--- src/include/eeprom_fe_pkg.sv ---
// shared constants and types for the two-wire eeprom front end
package eeprom_fe_pkg;
  localparam int unsigned CLK_HZ = 10000000;
  localparam int unsigned WORD_BITS = 8;
  localparam logic [3:0] BIT_CNT_RST = 4'h0;
  localparam logic [3:0] ACK_BIT = 4'h8;
  // device type identifier, value arbitrary
  localparam logic [3:0] DEV_TYPE_DEFAULT = 4'h5;
  localparam int unsigned ADDR_TYPE_MSB = 7;
  localparam int unsigned ADDR_TYPE_LSB = 4;
  localparam int unsigned ADDR_SEL_MSB = 3;
  localparam int unsigned ADDR_SEL_LSB = 1;
  localparam int unsigned ADDR_RW_BIT = 0;
  localparam int unsigned PAGE_COUNT = 128;
  localparam int unsigned PAGE_BYTES = 32;
  localparam int unsigned WORD_ADDR_BITS = 12;
  localparam int unsigned WRITE_CYCLE_TIME_MS = 5;
  localparam int unsigned WRITE_CYCLE_CYCLES = (CLK_HZ / 1000) * WRITE_CYCLE_TIME_MS;
  localparam logic [2:0] SYNC_RST = 3'h7;

  typedef enum logic [4:0] {
    ST_STANDBY = 5'h01,
    ST_ADDR    = 5'h02,
    ST_ACK     = 5'h04,
    ST_ACTIVE  = 5'h08,
    ST_WRITING = 5'h10
  } fe_state_e;

  typedef struct packed {
    logic start;
    logic stop;
    logic clk_rise;
    logic clk_fall;
    logic data;
  } bus_evt_s;

  typedef struct packed {
    logic [3:0] dev_type;
    logic [2:0] select;
    logic rw;
  } dev_addr_s;
endpackage

--- src/serial_eeprom_bus_front_end.sv ---
// two-wire eeprom target front end: framing, address decode, write cycle
// Notes on behaviour
// - data changes with clock high are conditions
// - falling data, clock high, is start
// - rising data, clock high, is stop
// - stop after read returns to standby
// - eight-bit words, ninth clock acknowledges
// - standby at power-up and after stop, except a stop that ends a write of unprotected bytes
// - address top nibble must match type
// - address bits 3..1 match select pins
// - address bit 0 high means read
// - match acks, mismatch releases and idles
// - write-protect high inhibits array writes
// - write cycle starts at stop, within 5 ms
// - inputs ignored, no ack while writing
// - 128 pages of 32 bytes, 12-bit address
`timescale 1ns/1ns
module serial_eeprom_bus_front_end #(
  parameter logic [3:0] DEV_TYPE = eeprom_fe_pkg::DEV_TYPE_DEFAULT,
  parameter int unsigned WRITE_CYCLES = eeprom_fe_pkg::WRITE_CYCLE_CYCLES
) (
  // clock, reset, enable
  input wire logic mclk_i,
  input wire logic rst_b_i,
  input wire logic ce_i,
  // two-wire bus
  input wire logic scl_i,
  input wire logic sda_i,
  output logic sda_o,
  output logic sda_oe_o,
  // straps and protect
  input wire logic select_pin_high_i,
  input wire logic select_pin_mid_i,
  input wire logic select_pin_low_i,
  input wire logic write_protect_i,
  // user side: data path hooks
  input wire logic tx_bit_i,
  input wire logic tx_en_i,
  output logic [7:0] rx_word_o,
  output logic rx_valid_o,
  output logic selected_o,
  output logic read_mode_o,
  output logic writing_o,
  output logic standby_o,
  output logic array_write_o
);
  import eeprom_fe_pkg::*;

  localparam int unsigned CNT_W = $clog2(WRITE_CYCLES + 1);

  bus_evt_s evt;
  logic [2:0] straps_s1_reg, straps_reg;
  logic wp_s1_reg, wp_reg;
  fe_state_e state_reg, state_next;
  logic [3:0] bit_cnt_reg, bit_cnt_next;
  logic [7:0] shift_reg, shift_next;
  logic rw_reg, rw_next;
  logic dirty_reg, dirty_next;
  logic [CNT_W-1:0] wr_cnt_reg, wr_cnt_next;
  logic pull_reg, pull_next;
  logic rx_valid_next, array_write_next;
  logic [7:0] rx_word_next;
  dev_addr_s addr_word;
  logic addr_match;

  bus_line_sync u_sync (
    .mclk_i(mclk_i),
    .rst_b_i(rst_b_i),
    .ce_i(ce_i),
    .scl_i(scl_i),
    .sda_i(sda_i),
    .evt_o(evt)
  );

  assign addr_word = dev_addr_s'(shift_reg);
  assign addr_match = (addr_word.dev_type == DEV_TYPE) && (addr_word.select == straps_reg);

  always_comb begin
    state_next = state_reg;
    bit_cnt_next = bit_cnt_reg;
    shift_next = shift_reg;
    rw_next = rw_reg;
    dirty_next = dirty_reg;
    wr_cnt_next = wr_cnt_reg;
    pull_next = pull_reg;
    rx_valid_next = 1'b0;
    rx_word_next = rx_word_o;
    array_write_next = 1'b0;
    case (state_reg)
      ST_WRITING: begin
        pull_next = 1'b0;
        if (wr_cnt_reg == CNT_W'(WRITE_CYCLES - 1)) begin
          state_next = ST_STANDBY;
          wr_cnt_next = '0;
        end else begin
          wr_cnt_next = wr_cnt_reg + CNT_W'(1);
        end
      end
      default: begin
        if (evt.start) begin
          state_next = ST_ADDR;
          bit_cnt_next = BIT_CNT_RST;
          pull_next = 1'b0;
          dirty_next = 1'b0;
        end else if (evt.stop) begin
          pull_next = 1'b0;
          bit_cnt_next = BIT_CNT_RST;
          if (state_reg != ST_STANDBY && !rw_reg && dirty_reg) begin
            state_next = ST_WRITING;
            wr_cnt_next = '0;
          end else begin
            state_next = ST_STANDBY;
          end
          dirty_next = 1'b0;
        end else if (state_reg != ST_STANDBY) begin
          if (evt.clk_rise) begin
            // rises counted, so the start's own fall is no bit
            if (bit_cnt_reg <= ACK_BIT) begin
              bit_cnt_next = bit_cnt_reg + 4'h1;
            end
            if (bit_cnt_reg < ACK_BIT) begin
              shift_next = {shift_reg[6:0], evt.data};
            end
          end
          if (evt.clk_fall) begin
            if (bit_cnt_reg == ACK_BIT + 4'h1) begin
              bit_cnt_next = BIT_CNT_RST;
              pull_next = 1'b0;
              if (state_reg == ST_ACK) begin
                state_next = ST_ACTIVE;
                // first read bit pulls low only
                pull_next = rw_reg && tx_en_i && !tx_bit_i;
              end
              if (state_reg == ST_ACTIVE && rw_reg) begin
                // controller acknowledge missing ends the read
                state_next = evt.data ? ST_STANDBY : ST_ACTIVE;
                pull_next = !evt.data && tx_en_i && !tx_bit_i;
              end
            end else if (bit_cnt_reg == ACK_BIT) begin
              if (state_reg == ST_ADDR) begin
                if (addr_match) begin
                  state_next = ST_ACK;
                  rw_next = shift_reg[ADDR_RW_BIT];
                  pull_next = 1'b1;
                end else begin
                  state_next = ST_STANDBY;
                  pull_next = 1'b0;
                end
              end else if (!rw_reg) begin
                pull_next = 1'b1;
                rx_valid_next = 1'b1;
                // word address bytes leave here too
                rx_word_next = shift_reg;
                array_write_next = ~wp_reg;
                dirty_next = dirty_reg | ~wp_reg;
              end else begin
                pull_next = 1'b0;
              end
            end else begin
              pull_next = (state_reg == ST_ACTIVE) && rw_reg && tx_en_i && !tx_bit_i;
            end
          end
        end
      end
    endcase
  end

  always_ff @(posedge mclk_i) begin
    if (!rst_b_i) begin
      state_reg <= ST_STANDBY;
      bit_cnt_reg <= BIT_CNT_RST;
      shift_reg <= '0;
      rw_reg <= 1'b0;
      dirty_reg <= 1'b0;
      wr_cnt_reg <= '0;
      pull_reg <= 1'b0;
      straps_s1_reg <= '0;
      straps_reg <= '0;
      wp_s1_reg <= 1'b0;
      wp_reg <= 1'b0;
      rx_word_o <= '0;
      rx_valid_o <= 1'b0;
      array_write_o <= 1'b0;
    end else if (ce_i) begin
      state_reg <= state_next;
      bit_cnt_reg <= bit_cnt_next;
      shift_reg <= shift_next;
      rw_reg <= rw_next;
      dirty_reg <= dirty_next;
      wr_cnt_reg <= wr_cnt_next;
      pull_reg <= pull_next;
      straps_s1_reg <= {select_pin_high_i, select_pin_mid_i, select_pin_low_i};
      straps_reg <= straps_s1_reg;
      wp_s1_reg <= write_protect_i;
      wp_reg <= wp_s1_reg;
      rx_word_o <= rx_word_next;
      rx_valid_o <= rx_valid_next;
      array_write_o <= array_write_next;
    end
  end

  // registered bus drive and status outputs
  always_ff @(posedge mclk_i) begin
    if (!rst_b_i) begin
      sda_o <= 1'b0;
      sda_oe_o <= 1'b0;
      selected_o <= 1'b0;
      read_mode_o <= 1'b0;
      writing_o <= 1'b0;
      standby_o <= 1'b1;
    end else if (ce_i) begin
      sda_o <= 1'b0;
      sda_oe_o <= pull_next;
      selected_o <= (state_next == ST_ACK) || (state_next == ST_ACTIVE);
      read_mode_o <= rw_next;
      writing_o <= state_next == ST_WRITING;
      standby_o <= state_next == ST_STANDBY;
    end
  end
endmodule

--- src/bus_line_sync.sv ---
// synchroniser and event detector for the serial clock and data lines
`timescale 1ns/1ns
module bus_line_sync (
  // clock and reset
  input wire logic mclk_i,
  input wire logic rst_b_i,
  input wire logic ce_i,
  // bus lines
  input wire logic scl_i,
  input wire logic sda_i,
  // detected events
  output eeprom_fe_pkg::bus_evt_s evt_o
);
  import eeprom_fe_pkg::*;

  logic [2:0] scl_reg, scl_next;
  logic [2:0] sda_reg, sda_next;
  bus_evt_s evt_next;

  // two-stage sync then a history stage; stage 0 feeds stage 1 only
  always_comb begin
    scl_next = scl_reg;
    sda_next = sda_reg;
    if (ce_i) begin
      scl_next = {scl_reg[1:0], scl_i};
      sda_next = {sda_reg[1:0], sda_i};
    end
  end

  always_comb begin
    evt_next.clk_rise = scl_reg[1] & ~scl_reg[2];
    evt_next.clk_fall = ~scl_reg[1] & scl_reg[2];
    evt_next.start = scl_reg[1] & scl_reg[2] & ~sda_reg[1] & sda_reg[2];
    evt_next.stop = scl_reg[1] & scl_reg[2] & sda_reg[1] & ~sda_reg[2];
    evt_next.data = sda_reg[1];
  end

  always_ff @(posedge mclk_i) begin
    if (!rst_b_i) begin
      scl_reg <= SYNC_RST;
      sda_reg <= SYNC_RST;
      evt_o <= '0;
    end else if (ce_i) begin
      scl_reg <= scl_next;
      sda_reg <= sda_next;
      evt_o <= evt_next;
    end
  end
endmodule

--- config.mk ---
export PLATFORM = sky130hd
export DESIGN_NAME = serial_eeprom_bus_front_end
export DESIGN_NICKNAME = d
export VERILOG_FILES = /design/src/include/eeprom_fe_pkg.sv /design/src/serial_eeprom_bus_front_end.sv /design/src/bus_line_sync.sv
export SDC_FILE = /design/constraint.sdc
export NUM_CORES = 1
export LEC_CHECK = 0
export BUFFER_PORTS_ARGS = -buffer_cell sky130_fd_sc_hd__buf_4
export CAP_MARGIN = 10
export CORE_MARGIN = 4
export CORE_UTILIZATION = 35
export CTS_CLUSTER_SIZE = 28
export DETAILED_ROUTE_END_ITERATION = 10
export GPL_ROUTABILITY_DRIVEN = 0
export HOLD_SLACK_MARGIN = 0.1
export SLEW_MARGIN = 0
export SYNTH_ARGS = -nofsm -noshare
export SYNTH_HDL_FRONTEND = slang
export SYNTH_HIERARCHICAL = 1
export SYNTH_SLANG_ARGS = --single-unit
--- constraint.sdc ---
create_clock -name mclk_i -period 2.05 [get_ports mclk_i]
set_input_delay 0.1025 -clock mclk_i [delete_from_list [all_inputs] [get_ports mclk_i]]
set_output_delay 0.1025 -clock mclk_i [all_outputs]
set_load 0.02 [all_outputs]
# After elaboration in Yosys (flattened, before gate mapping)
# Cells that the tools add are included.
[word_totals]
latch_bits = 0
in_bits = 11
ram_bits = 0
mem_bits_ro = 0
ff_bits = 68
out_inout_bits = 16
memories = 0
[op_classes]
div = 0
reduce_logical = 28
n_lt_le_gt_ge = 2
n_addsub = 2
mul = 0
eq_ne = 18
n_shift = 0
mux = 72
bitwise = 19
[op_table]
columns = ["op", "count"]
rows = [
  ["16-bit two-way mux", 5],
  ["5-bit two-way mux", 12],
  ["1-bit two-way mux", 46],
  ["4-bit two-way mux", 8],
  ["10-bit AND reduction", 2],
  ["16-bit by 1-bit adder with 16-bit output, second input constant", 1],
  ["16-bit == test, second input constant", 1],
  ["1-bit inverter", 11],
  ["5-bit by 3-bit == test with 1-bit output, second input constant", 2],
  ["5-bit by 4-bit == test with 1-bit output, second input constant", 2],
  ["5-bit == test, second input constant", 2],
  ["1-bit logical AND", 10],
  ["3-bit by 1-bit != test with 1-bit output, second input constant", 3],
  ["3-bit nonzero test", 3],
  ["4-bit == test, second input constant", 2],
  ["8-bit AND reduction", 1],
  ["4-bit nonzero test", 2],
  ["1-bit bitwise AND", 7],
  ["7-bit AND reduction", 1],
  ["3-bit AND reduction", 2],
  ["5-bit by 1-bit == test with 1-bit output, second input constant", 1],
  ["5-bit by 2-bit == test with 1-bit output, second input constant", 1],
  ["5-bit by 1-bit != test with 1-bit output, second input constant", 1],
  ["4-bit by 1-bit adder with 4-bit output, second input constant", 1],
  ["11 further kinds", 14],
]

# Longest topological paths before layout
# Gate-level depths: netlist of run 1.
[logic_depth]
ltp_word = 13
depth_mapped = 9
depth_no_buf = 8

# Modules after synthesis
# The synthesis of run 1 kept the hierarchy.
[modules_own_cells]
columns = ["mod", "area_per_inst_um2", "n_inst", "cells_per_inst"]
rows = [
  ["serial_eeprom_bus_front_end", 2939.1, 1, 324],
  ["bus_line_sync", 422.9, 1, 39],
]

# Worst setup path before layout of run 1
# Ideal clock, no wire load.
[synth_timing]
kind = "reg2reg"
from = "register bit_cnt_reg[0]"
to = "register standby_o"
period_less_slack_ns = 1.909
required_time_ns = 1.934
path_slack_ns = 0.141
t_arrival_ns = 1.794
setup_time_ns = 0.116
path_stages_with_launch = 8
path_cell_list = "dfxtp_1 ha_1 and4b_1 clkbuf_1 a31oi_1 a31o_2 a221o_1 a31o_1"
[synth_between]
elab_chain_len = 9
elab_cells_between_ends = 10
cone_classes = "eq/ne: 3; mux: 7"
[synth_lines]
columns = ["item", "line_no", "source"]
rows = [
  ["start: declaration", "serial_eeprom_bus_front_end.sv:55", "logic [3:0] bit_cnt_reg, bit_cnt_next;"],
  ["start signal: assignment", "serial_eeprom_bus_front_end.sv:186", "bit_cnt_reg <= bit_cnt_next;"],
  ["4-bit == test", "serial_eeprom_bus_front_end.sv:139", "end else if (bit_cnt_reg == ACK_BIT) begin"],
  ["5-bit two-way mux", "serial_eeprom_bus_front_end.sv:139", ""],
  ["5-bit two-way mux (*)", "serial_eeprom_bus_front_end.sv:126", "if (bit_cnt_reg == ACK_BIT + 4'h1) begin"],
  ["5-bit two-way mux (*)", "serial_eeprom_bus_front_end.sv:125", "if (evt.clk_fall) begin"],
  ["5-bit two-way mux (*)", "serial_eeprom_bus_front_end.sv:115", "end else if (state_reg != ST_STANDBY) begin"],
  ["5-bit two-way mux (*)", "serial_eeprom_bus_front_end.sv:105", "end else if (evt.stop) begin"],
  ["5-bit two-way mux (*)", "serial_eeprom_bus_front_end.sv:100", "if (evt.start) begin"],
  ["5-bit two-way mux (*)", "serial_eeprom_bus_front_end.sv:89", "case (state_reg)"],
  ["5-bit by 1-bit == test with 1-bit output (*)", "serial_eeprom_bus_front_end.sv:217", "standby_o <= state_next == ST_STANDBY;"],
  ["end signal: assignment", "serial_eeprom_bus_front_end.sv:210", "standby_o <= 1'b1;"],
  ["end signal: assignment", "serial_eeprom_bus_front_end.sv:217", ""],
  ["end: declaration", "serial_eeprom_bus_front_end.sv:44", "output logic standby_o,"],
]
# Every way passes the cells marked *; elsewhere a longest branch is shown, timed or not.
# A chain may end at the register's enable or synchronous reset.

# Worst setup path in the final report of run 1
[layout_timing]
from = "register state_reg[4]"
to = "register wr_cnt_reg[10]"
[layout_between]
elab_chain_len = 5
elab_cells_between_ends = 9
cone_classes = "eq/ne: 3; mux: 1; reduce/logical: 5"
[layout_lines]
columns = ["item", "line_no", "source"]
rows = [
  ["start: declaration", "serial_eeprom_bus_front_end.sv:54", "fe_state_e state_reg, state_next;"],
  ["start signal: assignment", "serial_eeprom_bus_front_end.sv:185", "state_reg <= state_next;"],
  ["5-bit by 1-bit != test with 1-bit output", "serial_eeprom_bus_front_end.sv:108", "if (state_reg != ST_STANDBY && !rw_reg && dirty_reg) begin"],
  ["1-bit logical AND (2 in a row)", "serial_eeprom_bus_front_end.sv:108", ""],
  ["2-bit nonzero test (no source line)", "--", ""],
  ["4-bit AND reduction (no source line)", "--", ""],
  ["end signal: assignment", "serial_eeprom_bus_front_end.sv:190", "wr_cnt_reg <= wr_cnt_next;"],
  ["end: declaration", "serial_eeprom_bus_front_end.sv:59", "logic [CNT_W-1:0] wr_cnt_reg, wr_cnt_next;"],
]
# Parallel ways exist; a longest one is shown, timed or not.

==> impl_results.html, run 1 <==
<table>
<tr><th>Metric</th><th>Value</th></tr>
<tr><th colspan="2">STA</th></tr>
<tr><td>Total setup violations reported at the end of the flow</td><td>0</td></tr>
<tr><td>Ratio of final minimum period to clock period</td><td>92.7%</td></tr>
<tr><td>RSZ-0062 raised after global routing</td><td>yes</td></tr>
<tr><td>Max Transition Viols Final</td><td>0</td></tr>
<tr><td>Minimum hold slack</td><td>124 ps</td></tr>
<tr><td>Peak Freq</td><td>526 MHz</td></tr>
<tr><td>Clock period minus worst slack</td><td>1900 ps</td></tr>
<tr><td>Hold Vio Cnt, Final</td><td>0</td></tr>
<tr><td>Maximum clock skew at final layout</td><td>13.3 ps</td></tr>
<tr><th colspan="2">Floorplan</th></tr>
<tr><td>Y dimension of the die</td><td>106 um</td></tr>
<tr><td>Effective utilization at floorplan</td><td>36.2%</td></tr>
<tr><td>Num rows</td><td>35</td></tr>
<tr><td>Overall die area</td><td>11,200 um^2</td></tr>
<tr><td>Die outline width</td><td>106 um</td></tr>
<tr><td>CORE AREA</td><td>9280 um^2</td></tr>
<tr><td>Count of boundary I/O pins</td><td>27</td></tr>
<tr><th colspan="2">Synthesis</th></tr>
<tr><td>Share of flip-flops with an asynchronous set or reset after synthesis</td><td>0%</td></tr>
<tr><td>Syn Std Cell Area</td><td>3360 um^2</td></tr>
<tr><td>Average cell area after synthesis</td><td>9.26 um^2</td></tr>
<tr><td>Post-synthesis instance total</td><td>363</td></tr>
<tr><td>Post-synth EDFFs</td><td>0</td></tr>
<tr><td>Syn_nets</td><td>378</td></tr>
<tr><td>Area share of the leading cell type in the synthesized netlist</td><td>40.5%</td></tr>
<tr><td>Netlist cell types</td><td>65</td></tr>
<tr><td>Synth warn</td><td>6</td></tr>
<tr><td>Flops &amp; latches, synth</td><td>68</td></tr>
<tr><td>Most area-consuming cells after synthesis</td><td>sky130_fd_sc_hd__dfxtp_1 (40%), sky130_fd_sc_hd__mux2i_1 (8.9%), sky130_fd_sc_hd__nor2b_1 (6.0%)</td></tr>
<tr><td>Portion of the post-synthesis area used by sequential elements</td><td>40.5%</td></tr>
<tr><td>Largest area contributor in the netlist</td><td>sky130_fd_sc_hd__dfxtp_1</td></tr>
<tr><td>Primary FF master, synth</td><td>sky130_fd_sc_hd__dfxtp_1</td></tr>
<tr><th colspan="2">GRT</th></tr>
<tr><td>Initial antenna violation count</td><td>0</td></tr>
<tr><td>Pin count of the biggest net entering global routing</td><td>58</td></tr>
<tr><td>Total GRT Usage</td><td>14.0%</td></tr>
<tr><td>Vias in the first global route</td><td>2,701</td></tr>
<tr><td>Global routing's busiest layer</td><td>met2</td></tr>
<tr><td>Wire length of the first global-routing pass</td><td>13.0 mm</td></tr>
<tr><td>Residual overflow from global routing</td><td>0</td></tr>
<tr><td>Met1 Use GR</td><td>19.1%</td></tr>
<tr><td>Met3 demand-to-capacity share in global routing</td><td>4.13%</td></tr>
<tr><td>Met2 capacity usage during global routing</td><td>22.0%</td></tr>
<tr><th colspan="2">Placed design</th></tr>
<tr><td>Count of buffers inserted at the top-level ports</td><td>25</td></tr>
<tr><td>HPWL Detailed</td><td>5.14 mm</td></tr>
<tr><td>Placed cells</td><td>519</td></tr>
<tr><th colspan="2">Power</th></tr>
<tr><td>Maximum vdd ir drop</td><td>0.397 mV</td></tr>
<tr><td>Power density normalized to cell area</td><td>698 nW/um^2</td></tr>
<tr><td>Lkg Pwr</td><td>1.57 nW</td></tr>
<tr><th colspan="2">Clock tree</th></tr>
<tr><td>Clock H-tree levels</td><td>3</td></tr>
<tr><td>Largest buffer count on any clock path</td><td>2</td></tr>
<tr><td>Clock buffers created by TritonCTS</td><td>9</td></tr>
<tr><td>Clock Tree Root</td><td>sky130_fd_sc_hd__clkbuf_8</td></tr>
<tr><td>Number of sinks handled by clock tree synthesis</td><td>68</td></tr>
<tr><td>Clock tree from TritonCTS</td><td>yes</td></tr>
<tr><td>Clock insertion delay at the later pin of the skew report</td><td>350 ps</td></tr>
<tr><td>Register clock-pin slew on the reported worst setup and hold paths</td><td>80 ps</td></tr>
<tr><th colspan="2">Drt</th></tr>
<tr><td>Pre-antenna DRT Iters</td><td>4</td></tr>
<tr><td>Average routed wire per standard cell</td><td>13.7 um</td></tr>
<tr><td>DRC errors left</td><td>0</td></tr>
<tr><td>Average via count per standard cell</td><td>4.99</td></tr>
<tr><td>Total routed wirelength</td><td>7.48 mm</td></tr>
<tr><td>Remaining number of nets flagged by the antenna check after routing</td><td>0</td></tr>
<tr><td>Via count of the routed design</td><td>2,736</td></tr>
<tr><td>DRT iter0 DRCs</td><td>113</td></tr>
<tr><th colspan="2">Setup path</th></tr>
<tr><td>CP endpoint kind</td><td>flop</td></tr>
<tr><td>Category of the most critical setup path</td><td>reg2reg</td></tr>
<tr><td>Largest fanout on the critical path</td><td>19</td></tr>
<tr><td>Data required time of the worst path</td><td>2330 ps</td></tr>
<tr><td>CP Launch Type</td><td>flop</td></tr>
<tr><td>Worst path arrival time</td><td>2180 ps</td></tr>
<tr><th colspan="2">Outcome</th></tr>
<tr><td>Result of the run</td><td>complete, no violations</td></tr>
<tr><th colspan="2">Finish</th></tr>
<tr><td>NumNets Final</td><td>429</td></tr>
<tr><td>N_diodes</td><td>0</td></tr>
<tr><td>Max FFs per register</td><td>16</td></tr>
<tr><td>Most common cell after layout, fill and taps aside</td><td>sky130_fd_sc_hd__dfxtp_1</td></tr>
<tr><td>Layout cells sized above 1</td><td>24.3%</td></tr>
<tr><td>P&amp;R area growth vs syn</td><td>25.2%</td></tr>
<tr><td>Most frequent cells in the layout</td><td>sky130_fd_sc_hd__dfxtp_1 (63), sky130_fd_sc_hd__buf_4 (49), sky130_fd_sc_hd__nor2b_1 (32), sky130_fd_sc_hd__mux2i_1 (30), sky130_fd_sc_hd__nand2_1 (26)</td></tr>
<tr><td>Fillers</td><td>944</td></tr>
<tr><td>Layout Cells excl Fill</td><td>548</td></tr>
<tr><th colspan="2">Job</th></tr>
<tr><td>Max-Cap Viols</td><td>0</td></tr>
<tr><th colspan="2">Hold path</th></tr>
<tr><td>Hold crit path type</td><td>in2reg</td></tr>
</table>
## synth_stat cells, drive strengths merged, types with 2 or more instances
master / number
ha: 4
a31o: 2
a32o: 2
nor4: 7
clkbuf: 6
and4: 2
and3: 3
xor2: 5
nand2b: 5
a21boi: 7
nor2b: 33
buf: 11
nor2: 26
a32oi: 3
nand4bb: 2
nand4b: 3
nand2: 26
mux2i: 30
o21ai: 12
o211ai: 4
nand3: 11
nand4: 6
and4b: 2
o221a: 2
and2: 3
a31oi: 5
inv: 12
dfxtp: 68
o2bb2ai: 2
a21oi: 9
or3: 2
nor3: 15
xnor2: 11
o41ai: 2
nand3b: 6
## worst max-delay path: stages (launching register included)
cell                       delay (ps)
sky130_fd_sc_hd__dfxtp_2          460
sky130_fd_sc_hd__nor3_4            90
sky130_fd_sc_hd__buf_4            160
sky130_fd_sc_hd__a211oi_2         200
sky130_fd_sc_hd__o21ai_2           90
sky130_fd_sc_hd__buf_12           160
sky130_fd_sc_hd__or4_1            510
sky130_fd_sc_hd__a21oi_1          140
## where the power goes
part | internal [mW] | switching [mW] | total, mW
combinational | 0.0977 | 0.110 | 0.207
clock | 0.814 | 0.551 | 1.36
sequential | 1.34 | 0.0246 | 1.36
## kinds of logic after synthesis
| family | count (synthesis) | share of synthesized area [%] |
|---|---|---|
| other | 1 | 0.112 |
| muxes | 31 | 9.27 |
| AOI/OAI and AO/OA | 57 | 12.8 |
| adders and majority gates | 4 | 1.49 |
| xor gates and xnor gates | 16 | 4.17 |
| and+or+nand+nor | 156 | 27.5 |
| DFF | 68 | 40.5 |
| buffers and inverters | 30 | 4.13 |
## layout make-up
cell class	instances	area, um^2	area share (%)
clock buffer	9	124	2.94
clock inverter	7	123	2.91
inverter	13	51.3	1.22
multi-input combinational	265	1920	45.6
sequential	68	1370	32.6
tap	129	161	3.83
timing repair buffer	57	458	10.9
## metrics by stage
stage	instance area [um^2]	total power [mW]	util (%)	worst slack, ps	TNS [ps]
detailed placement	3780	1.58	40.7	48.1	0
global placement	3780	1.58	40.7	99.8	0
floorplan	3360	1.52	-	141	0
CTS	4090	2.96	44.1	30.6	0
global route	4210	3.06	45.4	-29.1	-29.1
finish	4210	2.94	45.4	150	0
## routing by layer
metal  up-vias  share of wire (%)
met2        52                 45
met3        12                4.6
li1       1396                  -
met4         0                1.3
met1      1276                 49
met5         -                  0
## worst paths after layout
path | startpoint | to | slack [ps] | cells after the start
hold / removal | tx_bit_i | sda_oe_o$_SDFFE_PN0P_ | 120 | 4
hold reg to reg | u_sync/sda_reg[0]$_SDFFE_PN1P_ | u_sync/sda_reg[0]$_SDFFE_PN1P_ | 480 | 2
setup / recovery | state_reg[4]$_SDFFE_PN0P_ | wr_cnt_reg[10]$_SDFFE_PN0P_ | 150 | 7
setup reg to reg | state_reg[4]$_SDFFE_PN0P_ | wr_cnt_reg[10]$_SDFFE_PN0P_ | 150 | 7
## repair_timing
item                                   4_1_cts  5_1_grt
endpoints found under the hold margin        7        0
hold buffers                                 7        0
setup buffers                                0        6
setup endpoints to repair                    0        3
resized for setup                            0       22
(Power assumes the default switching activity.)
==> inputs of run 2 (changes only) <==
MAX_ROUTING_LAYER = met4   (was not set)
REMOVE_ABC_BUFFERS = 1   (was not set)
==> impl_results.html, run 2 (synthesis results as in run 1) <==
<table>
<tr><th>Metric</th><th>Value</th></tr>
<tr><th colspan="2">Placed design</th></tr>
<tr><td>HPWL Detailed</td><td>5.02 mm</td></tr>
<tr><td>Count of buffers inserted at the top-level ports</td><td>25</td></tr>
<tr><td>Area after DPL</td><td>3780 um^2</td></tr>
<tr><td>Place WS</td><td>-11.5 ps</td></tr>
<tr><th colspan="2">Finish</th></tr>
<tr><td>Register cell area after layout</td><td>1370 um^2</td></tr>
<tr><td>NumNets Final</td><td>429</td></tr>
<tr><td>Layout cells sized above 1</td><td>22.9%</td></tr>
<tr><td>N_diodes</td><td>0</td></tr>
<tr><td>Most common cell after layout, fill and taps aside</td><td>sky130_fd_sc_hd__dfxtp_1</td></tr>
<tr><td>Fillers</td><td>899</td></tr>
<tr><td>Most frequent cells in the layout</td><td>sky130_fd_sc_hd__dfxtp_1 (64), sky130_fd_sc_hd__buf_4 (49), sky130_fd_sc_hd__nor2b_1 (32), sky130_fd_sc_hd__mux2i_1 (30), sky130_fd_sc_hd__nand2_1 (25)</td></tr>
<tr><td>Core occupancy in the finished layout</td><td>44.7%</td></tr>
<tr><td>Finished Cell Area</td><td>4150 um^2</td></tr>
<tr><td>P&amp;R area growth vs syn</td><td>23.4%</td></tr>
<tr><td>Multi-input logic area</td><td>1890 um^2</td></tr>
<tr><td>Max FFs per register</td><td>16</td></tr>
<tr><th colspan="2">STA</th></tr>
<tr><td>Peak Freq</td><td>486 MHz</td></tr>
<tr><td>Total setup violations reported at the end of the flow</td><td>1</td></tr>
<tr><td>RSZ-0062 raised after global routing</td><td>yes</td></tr>
<tr><td>Worst setup margin</td><td>-6.09 ps</td></tr>
<tr><td>Tightest Pin Transition</td><td>502 ps</td></tr>
<tr><td>Maximum clock skew at final layout</td><td>11.2 ps</td></tr>
<tr><td>Clock period minus worst slack</td><td>2060 ps</td></tr>
<tr><td>Ratio of final minimum period to clock period</td><td>100%</td></tr>
<tr><td>Max Transition Viols Final</td><td>0</td></tr>
<tr><td>Slew Limit Headroom</td><td>65.7%</td></tr>
<tr><td>Hold Vio Cnt, Final</td><td>0</td></tr>
<tr><td>Minimum hold slack</td><td>129 ps</td></tr>
<tr><th colspan="2">Power</th></tr>
<tr><td>Switching Share</td><td>23.8%</td></tr>
<tr><td>Lkg Pwr</td><td>1.55 nW</td></tr>
<tr><td>Internal</td><td>2.13 mW</td></tr>
<tr><td>Power density normalized to cell area</td><td>674 nW/um^2</td></tr>
<tr><td>Final Power</td><td>2.80 mW</td></tr>
<tr><td>Maximum vdd ir drop</td><td>0.388 mV</td></tr>
<tr><td>Power share of the combinational group</td><td>7.4%</td></tr>
<tr><td>Seq pwr share</td><td>48.9%</td></tr>
<tr><td>Reported net switching power</td><td>0.666 mW</td></tr>
<tr><td>Power share of the clock group</td><td>43.7%</td></tr>
<tr><th colspan="2">Hold path</th></tr>
<tr><td>Cells on Worst Hold Path</td><td>2</td></tr>
<tr><td>Hold path endpoint</td><td>u_sync/scl_reg[0]$_SDFFE_PN1P_</td></tr>
<tr><td>Hold crit path type</td><td>in2reg</td></tr>
<tr><td>Hold path startpoint</td><td>rst_b_i</td></tr>
<tr><th colspan="2">Drt</th></tr>
<tr><td>Pre-antenna DRT Iters</td><td>4</td></tr>
<tr><td>Average routed wire per standard cell</td><td>13.5 um</td></tr>
<tr><td>DRT iter0 DRCs</td><td>112</td></tr>
<tr><td>DRC errors left</td><td>0</td></tr>
<tr><td>Via count of the routed design</td><td>2,777</td></tr>
<tr><td>Average via count per standard cell</td><td>5.07</td></tr>
<tr><td>Total routed wirelength</td><td>7.38 mm</td></tr>
<tr><td>Remaining number of nets flagged by the antenna check after routing</td><td>0</td></tr>
<tr><th colspan="2">Setup path</th></tr>
<tr><td>Critical register-to-register path startpoint</td><td>bit_cnt_reg[1]$_SDFFE_PN0P_</td></tr>
<tr><td>CP Launch Type</td><td>flop</td></tr>
<tr><td>Setup slack of the most critical reg-to-reg path</td><td>-6 ps</td></tr>
<tr><td>Worst path arrival time</td><td>2290 ps</td></tr>
<tr><td>Data required time of the worst path</td><td>2290 ps</td></tr>
<tr><td>Largest fanout on the critical path</td><td>6</td></tr>
<tr><td>Worst Reg2Reg Path Length in Cells</td><td>8</td></tr>
<tr><td>CP endpoint kind</td><td>flop</td></tr>
<tr><td>Worst reg2reg path endpoint</td><td>standby_o$_SDFFE_PN1P_</td></tr>
<tr><td>Category of the most critical setup path</td><td>reg2reg</td></tr>
<tr><td>Worst setup path start</td><td>bit_cnt_reg[1]$_SDFFE_PN0P_</td></tr>
<tr><th colspan="2">Clock tree</th></tr>
<tr><td>Clock buffers created by TritonCTS</td><td>9</td></tr>
<tr><td>Clock Tree Root</td><td>sky130_fd_sc_hd__clkbuf_8</td></tr>
<tr><td>Clock tree from TritonCTS</td><td>yes</td></tr>
<tr><td>Register clock-pin slew on the reported worst setup and hold paths</td><td>80 ps</td></tr>
<tr><td>Clock H-tree levels</td><td>3</td></tr>
<tr><td>Number of sinks handled by clock tree synthesis</td><td>68</td></tr>
<tr><td>Largest buffer count on any clock path</td><td>2</td></tr>
<tr><td>Clock insertion delay at the later pin of the skew report</td><td>340 ps</td></tr>
<tr><th colspan="2">GRT</th></tr>
<tr><td>Vias in the first global route</td><td>2,583</td></tr>
<tr><td>Residual overflow from global routing</td><td>0</td></tr>
<tr><td>Pin count of the biggest net entering global routing</td><td>43</td></tr>
<tr><td>Initial antenna violation count</td><td>0</td></tr>
<tr><td>Total GRT Usage</td><td>13.7%</td></tr>
<tr><td>Wire length of the first global-routing pass</td><td>12.3 mm</td></tr>
<tr><th colspan="2">Floorplan</th></tr>
<tr><td>Die outline width</td><td>106 um</td></tr>
<tr><td>Count of boundary I/O pins</td><td>27</td></tr>
<tr><td>Num rows</td><td>35</td></tr>
<tr><td>Effective utilization at floorplan</td><td>36.2%</td></tr>
<tr><td>Y dimension of the die</td><td>106 um</td></tr>
<tr><td>Overall die area</td><td>11,200 um^2</td></tr>
<tr><td>CORE AREA</td><td>9280 um^2</td></tr>
<tr><th colspan="2">Outcome</th></tr>
<tr><td>Result of the run</td><td>finished with violations</td></tr>
<tr><td>Failing checks</td><td>negative setup slack</td></tr>
<tr><th colspan="2">Job</th></tr>
<tr><td>Max-Cap Viols</td><td>0</td></tr>
</table>
## run 2: worst max-delay path, cell delays in order, from the launching register on
cell,delay [ps]
sky130_fd_sc_hd__dfxtp_2,330
sky130_fd_sc_hd__inv_1,80
sky130_fd_sc_hd__ha_2,230
sky130_fd_sc_hd__and4b_2,300
sky130_fd_sc_hd__buf_4,140
sky130_fd_sc_hd__a31oi_1,70
sky130_fd_sc_hd__a31o_2,260
sky130_fd_sc_hd__a221o_1,330
sky130_fd_sc_hd__a31o_1,210
## run 2: worst max-delay path by stage
stage	to	cells past startpoint
after CTS	selected_o$_SDFFE_PN0P_	8
after global placement	standby_o$_SDFFE_PN1P_	6
after global routing	standby_o$_SDFFE_PN1P_	8
after floorplan	rx_word_o[0]$_SDFFE_PN0P_	8
after detailed placement	selected_o$_SDFFE_PN0P_	8
final	standby_o$_SDFFE_PN1P_	8
## run 2: through the flow
stage,instances,setup TNS [ps]
2_1_floorplan,346,-1180
3_3_place_gp,520,0
3_5_place_dp,520,-11.5
4_1_cts,543,0
5_1_grt,548,-79.3
6_report,548,-6.09
## run 2: cell type report
cell class / instances / area share [%]
Multi-Input combinational cell: 265 / 45.5
Sequential cell: 68 / 32.9
Timing Repair Buffer: 57 / 11.0
Tap cell: 129 / 3.89
Clock buffer: 9 / 2.99
Clock inverter: 7 / 2.44
Inverter: 13 / 1.18
## run 2: power by group through the flow
stage | registers [mW] | logic, mW | clock network, mW
6_report | 1.37 | 0.206 | 1.22
5_1_grt | 1.37 | 0.226 | 1.33
4_1_cts | 1.37 | 0.198 | 1.27
3_5_place_dp | 1.40 | 0.186 | 0
3_3_place_gp | 1.40 | 0.185 | 0
2_1_floorplan | 1.39 | 0.103 | 0
## run 2: metal layers
metal	global-route usage, %	vias to the layer above	share of wire, %
met5	-	-	0
met3	4.37	8	5.4
met1	17.3	1293	46
met2	21.3	82	47
li1	-	1394	-
met4	3.70	0	1.1
## run 2: timing repair
action	CTS	global route
cloned	0	0
hold endpoints to repair	7	0
hold buffers	7	0
pin swaps	1	6
setup endpoints to repair	1	6
buffers inserted	0	5
resized for setup	0	11
==> inputs of run 3 (changes only) <==
clock period = 2.12 ns   (was 2.05 ns; I/O delays follow)
==> impl_results.html, run 3 (synthesis results as in run 1) <==
<table>
<tr><th>Metric</th><th>Value</th></tr>
<tr><th colspan="2">Outcome</th></tr>
<tr><td>Result of the run</td><td>complete, no violations</td></tr>
<tr><th colspan="2">STA</th></tr>
<tr><td>Peak Freq</td><td>489 MHz</td></tr>
<tr><td>Clock period minus worst slack</td><td>2050 ps</td></tr>
<tr><td>Total setup violations reported at the end of the flow</td><td>0</td></tr>
<tr><td>Maximum clock skew at final layout</td><td>8.10 ps</td></tr>
<tr><td>Ratio of final minimum period to clock period</td><td>96.5%</td></tr>
<tr><td>RSZ-0062 raised after global routing</td><td>no</td></tr>
<tr><td>Hold Vio Cnt, Final</td><td>0</td></tr>
<tr><td>Max Transition Viols Final</td><td>0</td></tr>
<tr><th colspan="2">Floorplan</th></tr>
<tr><td>Y dimension of the die</td><td>106 um</td></tr>
<tr><td>Num rows</td><td>35</td></tr>
<tr><td>Effective utilization at floorplan</td><td>36.2%</td></tr>
<tr><td>Overall die area</td><td>11,200 um^2</td></tr>
<tr><td>Count of boundary I/O pins</td><td>27</td></tr>
<tr><td>CORE AREA</td><td>9280 um^2</td></tr>
<tr><td>Die outline width</td><td>106 um</td></tr>
<tr><th colspan="2">Placed design</th></tr>
<tr><td>Count of buffers inserted at the top-level ports</td><td>25</td></tr>
<tr><td>HPWL Detailed</td><td>4.92 mm</td></tr>
<tr><td>Area after DPL</td><td>3760 um^2</td></tr>
<tr><th colspan="2">Finish</th></tr>
<tr><td>NumNets Final</td><td>423</td></tr>
<tr><td>Most common cell after layout, fill and taps aside</td><td>sky130_fd_sc_hd__dfxtp_1</td></tr>
<tr><td>N_diodes</td><td>0</td></tr>
<tr><td>P&amp;R area growth vs syn</td><td>20.2%</td></tr>
<tr><td>Fillers</td><td>921</td></tr>
<tr><td>Core occupancy in the finished layout</td><td>43.5%</td></tr>
<tr><td>Layout cells sized above 1</td><td>20.6%</td></tr>
<tr><td>Finished Cell Area</td><td>4040 um^2</td></tr>
<tr><td>Most frequent cells in the layout</td><td>sky130_fd_sc_hd__dfxtp_1 (67), sky130_fd_sc_hd__buf_4 (44), sky130_fd_sc_hd__nor2b_1 (32), sky130_fd_sc_hd__mux2i_1 (30), sky130_fd_sc_hd__nand2_1 (26)</td></tr>
<tr><td>Max FFs per register</td><td>16</td></tr>
<tr><th colspan="2">Drt</th></tr>
<tr><td>Average via count per standard cell</td><td>5.09</td></tr>
<tr><td>Pre-antenna DRT Iters</td><td>4</td></tr>
<tr><td>DRT iter0 DRCs</td><td>88</td></tr>
<tr><td>Via count of the routed design</td><td>2,758</td></tr>
<tr><td>Remaining number of nets flagged by the antenna check after routing</td><td>0</td></tr>
<tr><td>Total routed wirelength</td><td>7.25 mm</td></tr>
<tr><td>DRC errors left</td><td>0</td></tr>
<tr><td>Average routed wire per standard cell</td><td>13.4 um</td></tr>
<tr><th colspan="2">Setup path</th></tr>
<tr><td>CP endpoint kind</td><td>flop</td></tr>
<tr><td>Worst Reg2Reg Path Length in Cells</td><td>8</td></tr>
<tr><td>CP max stage cell</td><td>sky130_fd_sc_hd__o41ai_2</td></tr>
<tr><td>Critical register-to-register path startpoint</td><td>bit_cnt_reg[0]$_SDFFE_PN0P_</td></tr>
<tr><td>List of cells traversed by the critical path</td><td>inv_1 -&gt; ha_1 -&gt; and4b_1 -&gt; and3_1 -&gt; a21oi_1 -&gt; o21ai_1 -&gt; o211ai_1 -&gt; o41ai_2</td></tr>
<tr><td>Worst setup path start</td><td>bit_cnt_reg[0]$_SDFFE_PN0P_</td></tr>
<tr><td>Largest fanout on the critical path</td><td>5</td></tr>
<tr><td>Logic depth of the worst setup path including buffers</td><td>8</td></tr>
<tr><td>Data required time of the worst path</td><td>2370 ps</td></tr>
<tr><td>Category of the most critical setup path</td><td>reg2reg</td></tr>
<tr><td>Buf/Inv on CP</td><td>1</td></tr>
<tr><td>Worst path top cell family by delay</td><td>compound AO/OA/AOI/OAI gates</td></tr>
<tr><td>Worst path arrival time</td><td>2300 ps</td></tr>
<tr><td>Critical Path Max Stage Delay</td><td>370 ps</td></tr>
<tr><td>CP Launch Type</td><td>flop</td></tr>
<tr><th colspan="2">Hold path</th></tr>
<tr><td>Hold crit path type</td><td>in2reg</td></tr>
<tr><td>Cells on Worst Hold Path</td><td>2</td></tr>
<tr><td>Hold path startpoint</td><td>rst_b_i</td></tr>
<tr><th colspan="2">Clock tree</th></tr>
<tr><td>Clock H-tree levels</td><td>3</td></tr>
<tr><td>Clock buffers created by TritonCTS</td><td>9</td></tr>
<tr><td>Largest buffer count on any clock path</td><td>2</td></tr>
<tr><td>Clock tree from TritonCTS</td><td>yes</td></tr>
<tr><td>Clock insertion delay at the later pin of the skew report</td><td>350 ps</td></tr>
<tr><td>Register clock-pin slew on the reported worst setup and hold paths</td><td>80 ps</td></tr>
<tr><td>Number of sinks handled by clock tree synthesis</td><td>68</td></tr>
<tr><td>Clock Tree Root</td><td>sky130_fd_sc_hd__clkbuf_8</td></tr>
<tr><th colspan="2">GRT</th></tr>
<tr><td>Total GRT Usage</td><td>13.8%</td></tr>
<tr><td>Initial antenna violation count</td><td>0</td></tr>
<tr><td>Wire length of the first global-routing pass</td><td>12.3 mm</td></tr>
<tr><td>Pin count of the biggest net entering global routing</td><td>41</td></tr>
<tr><td>Vias in the first global route</td><td>2,588</td></tr>
<tr><td>Residual overflow from global routing</td><td>0</td></tr>
<tr><th colspan="2">Power</th></tr>
<tr><td>Power density normalized to cell area</td><td>612 nW/um^2</td></tr>
<tr><td>Lkg Pwr</td><td>1.49 nW</td></tr>
<tr><td>Maximum vdd ir drop</td><td>0.361 mV</td></tr>
<tr><th colspan="2">Job</th></tr>
<tr><td>Max-Cap Viols</td><td>0</td></tr>
</table>
## run 3: cell types whose count changed in the layout (fill, tap and decap cells not counted), sizes merged
cell / delta
clkinvlp: +2
bufinv: -2
buf: -6
inv: +1
clkinv: -1
## run 3: what timing repair did
action                                  4_1_cts  5_1_grt
resized for setup                             0        7
endpoints found under the setup margin        0        3
hold buffers                                  7        0
buffers inserted                              0        1
endpoints found under the hold margin         7        0
## run 3: per-stage QoR
step	setup WS [ps]	std cells	hold slack (ps)	total power [mW]	setup TNS (ps)
floorplan	-77.4	346	168	1.45	-619
global placement	175	518	324	1.53	0
detailed placement	68.1	518	336	1.53	0
CTS	19.3	541	105	2.51	0
global route	9.41	542	103	2.61	0
finish	73.6	542	115	2.47	0
## run 3: area by class of cell
cell class	instances	area (um^2)	share of cell area, %
multi-input cells	265	1890	46.8
flip-flops and latches	68	1360	33.7
repair buffers	51	400	9.91
well taps	129	161	4.00
clock buffers	9	124	3.07
clock inverters	7	52.6	1.30
inverters	13	48.8	1.21
## run 3: path summary, 6_finish.rpt
path / endpoint / slack, ps
worst max register to register: selected_o$_SDFFE_PN0P_ / 70
worst max-delay path: selected_o$_SDFFE_PN0P_ / 70
worst min-delay path: u_sync/sda_reg[0]$_SDFFE_PN1P_ / 110
worst min register to register: u_sync/scl_reg[0]$_SDFFE_PN1P_ / 480
## run 3: metal layers
| metal | global-route usage [%] | wire length [um] | part of all wire, % |
|---|---|---|---|
| met4 | 4.44 | 99 | 1.4 |
| met2 | 20.7 | 3310 | 46 |
| met3 | 5.22 | 374 | 5.2 |
| met1 | 17.3 | 3470 | 48 |
| met5 | - | 0 | 0 |
## run 3: power by group
part	leakage, nW	internal [mW]	switching, mW
sequential	0.551	1.30	0.0228
combinational	0.859	0.0883	0.104
clock	0.0779	0.426	0.531
## run 3: worst register-to-register path, delay by kind of cell (launching register included)
family	cells	cell delay, ps
AOI/OAI and AO/OA	4	860
and+or+nand+nor	2	430
DFF	1	360
adders and majority gates	1	200
buffers and inverters	1	90
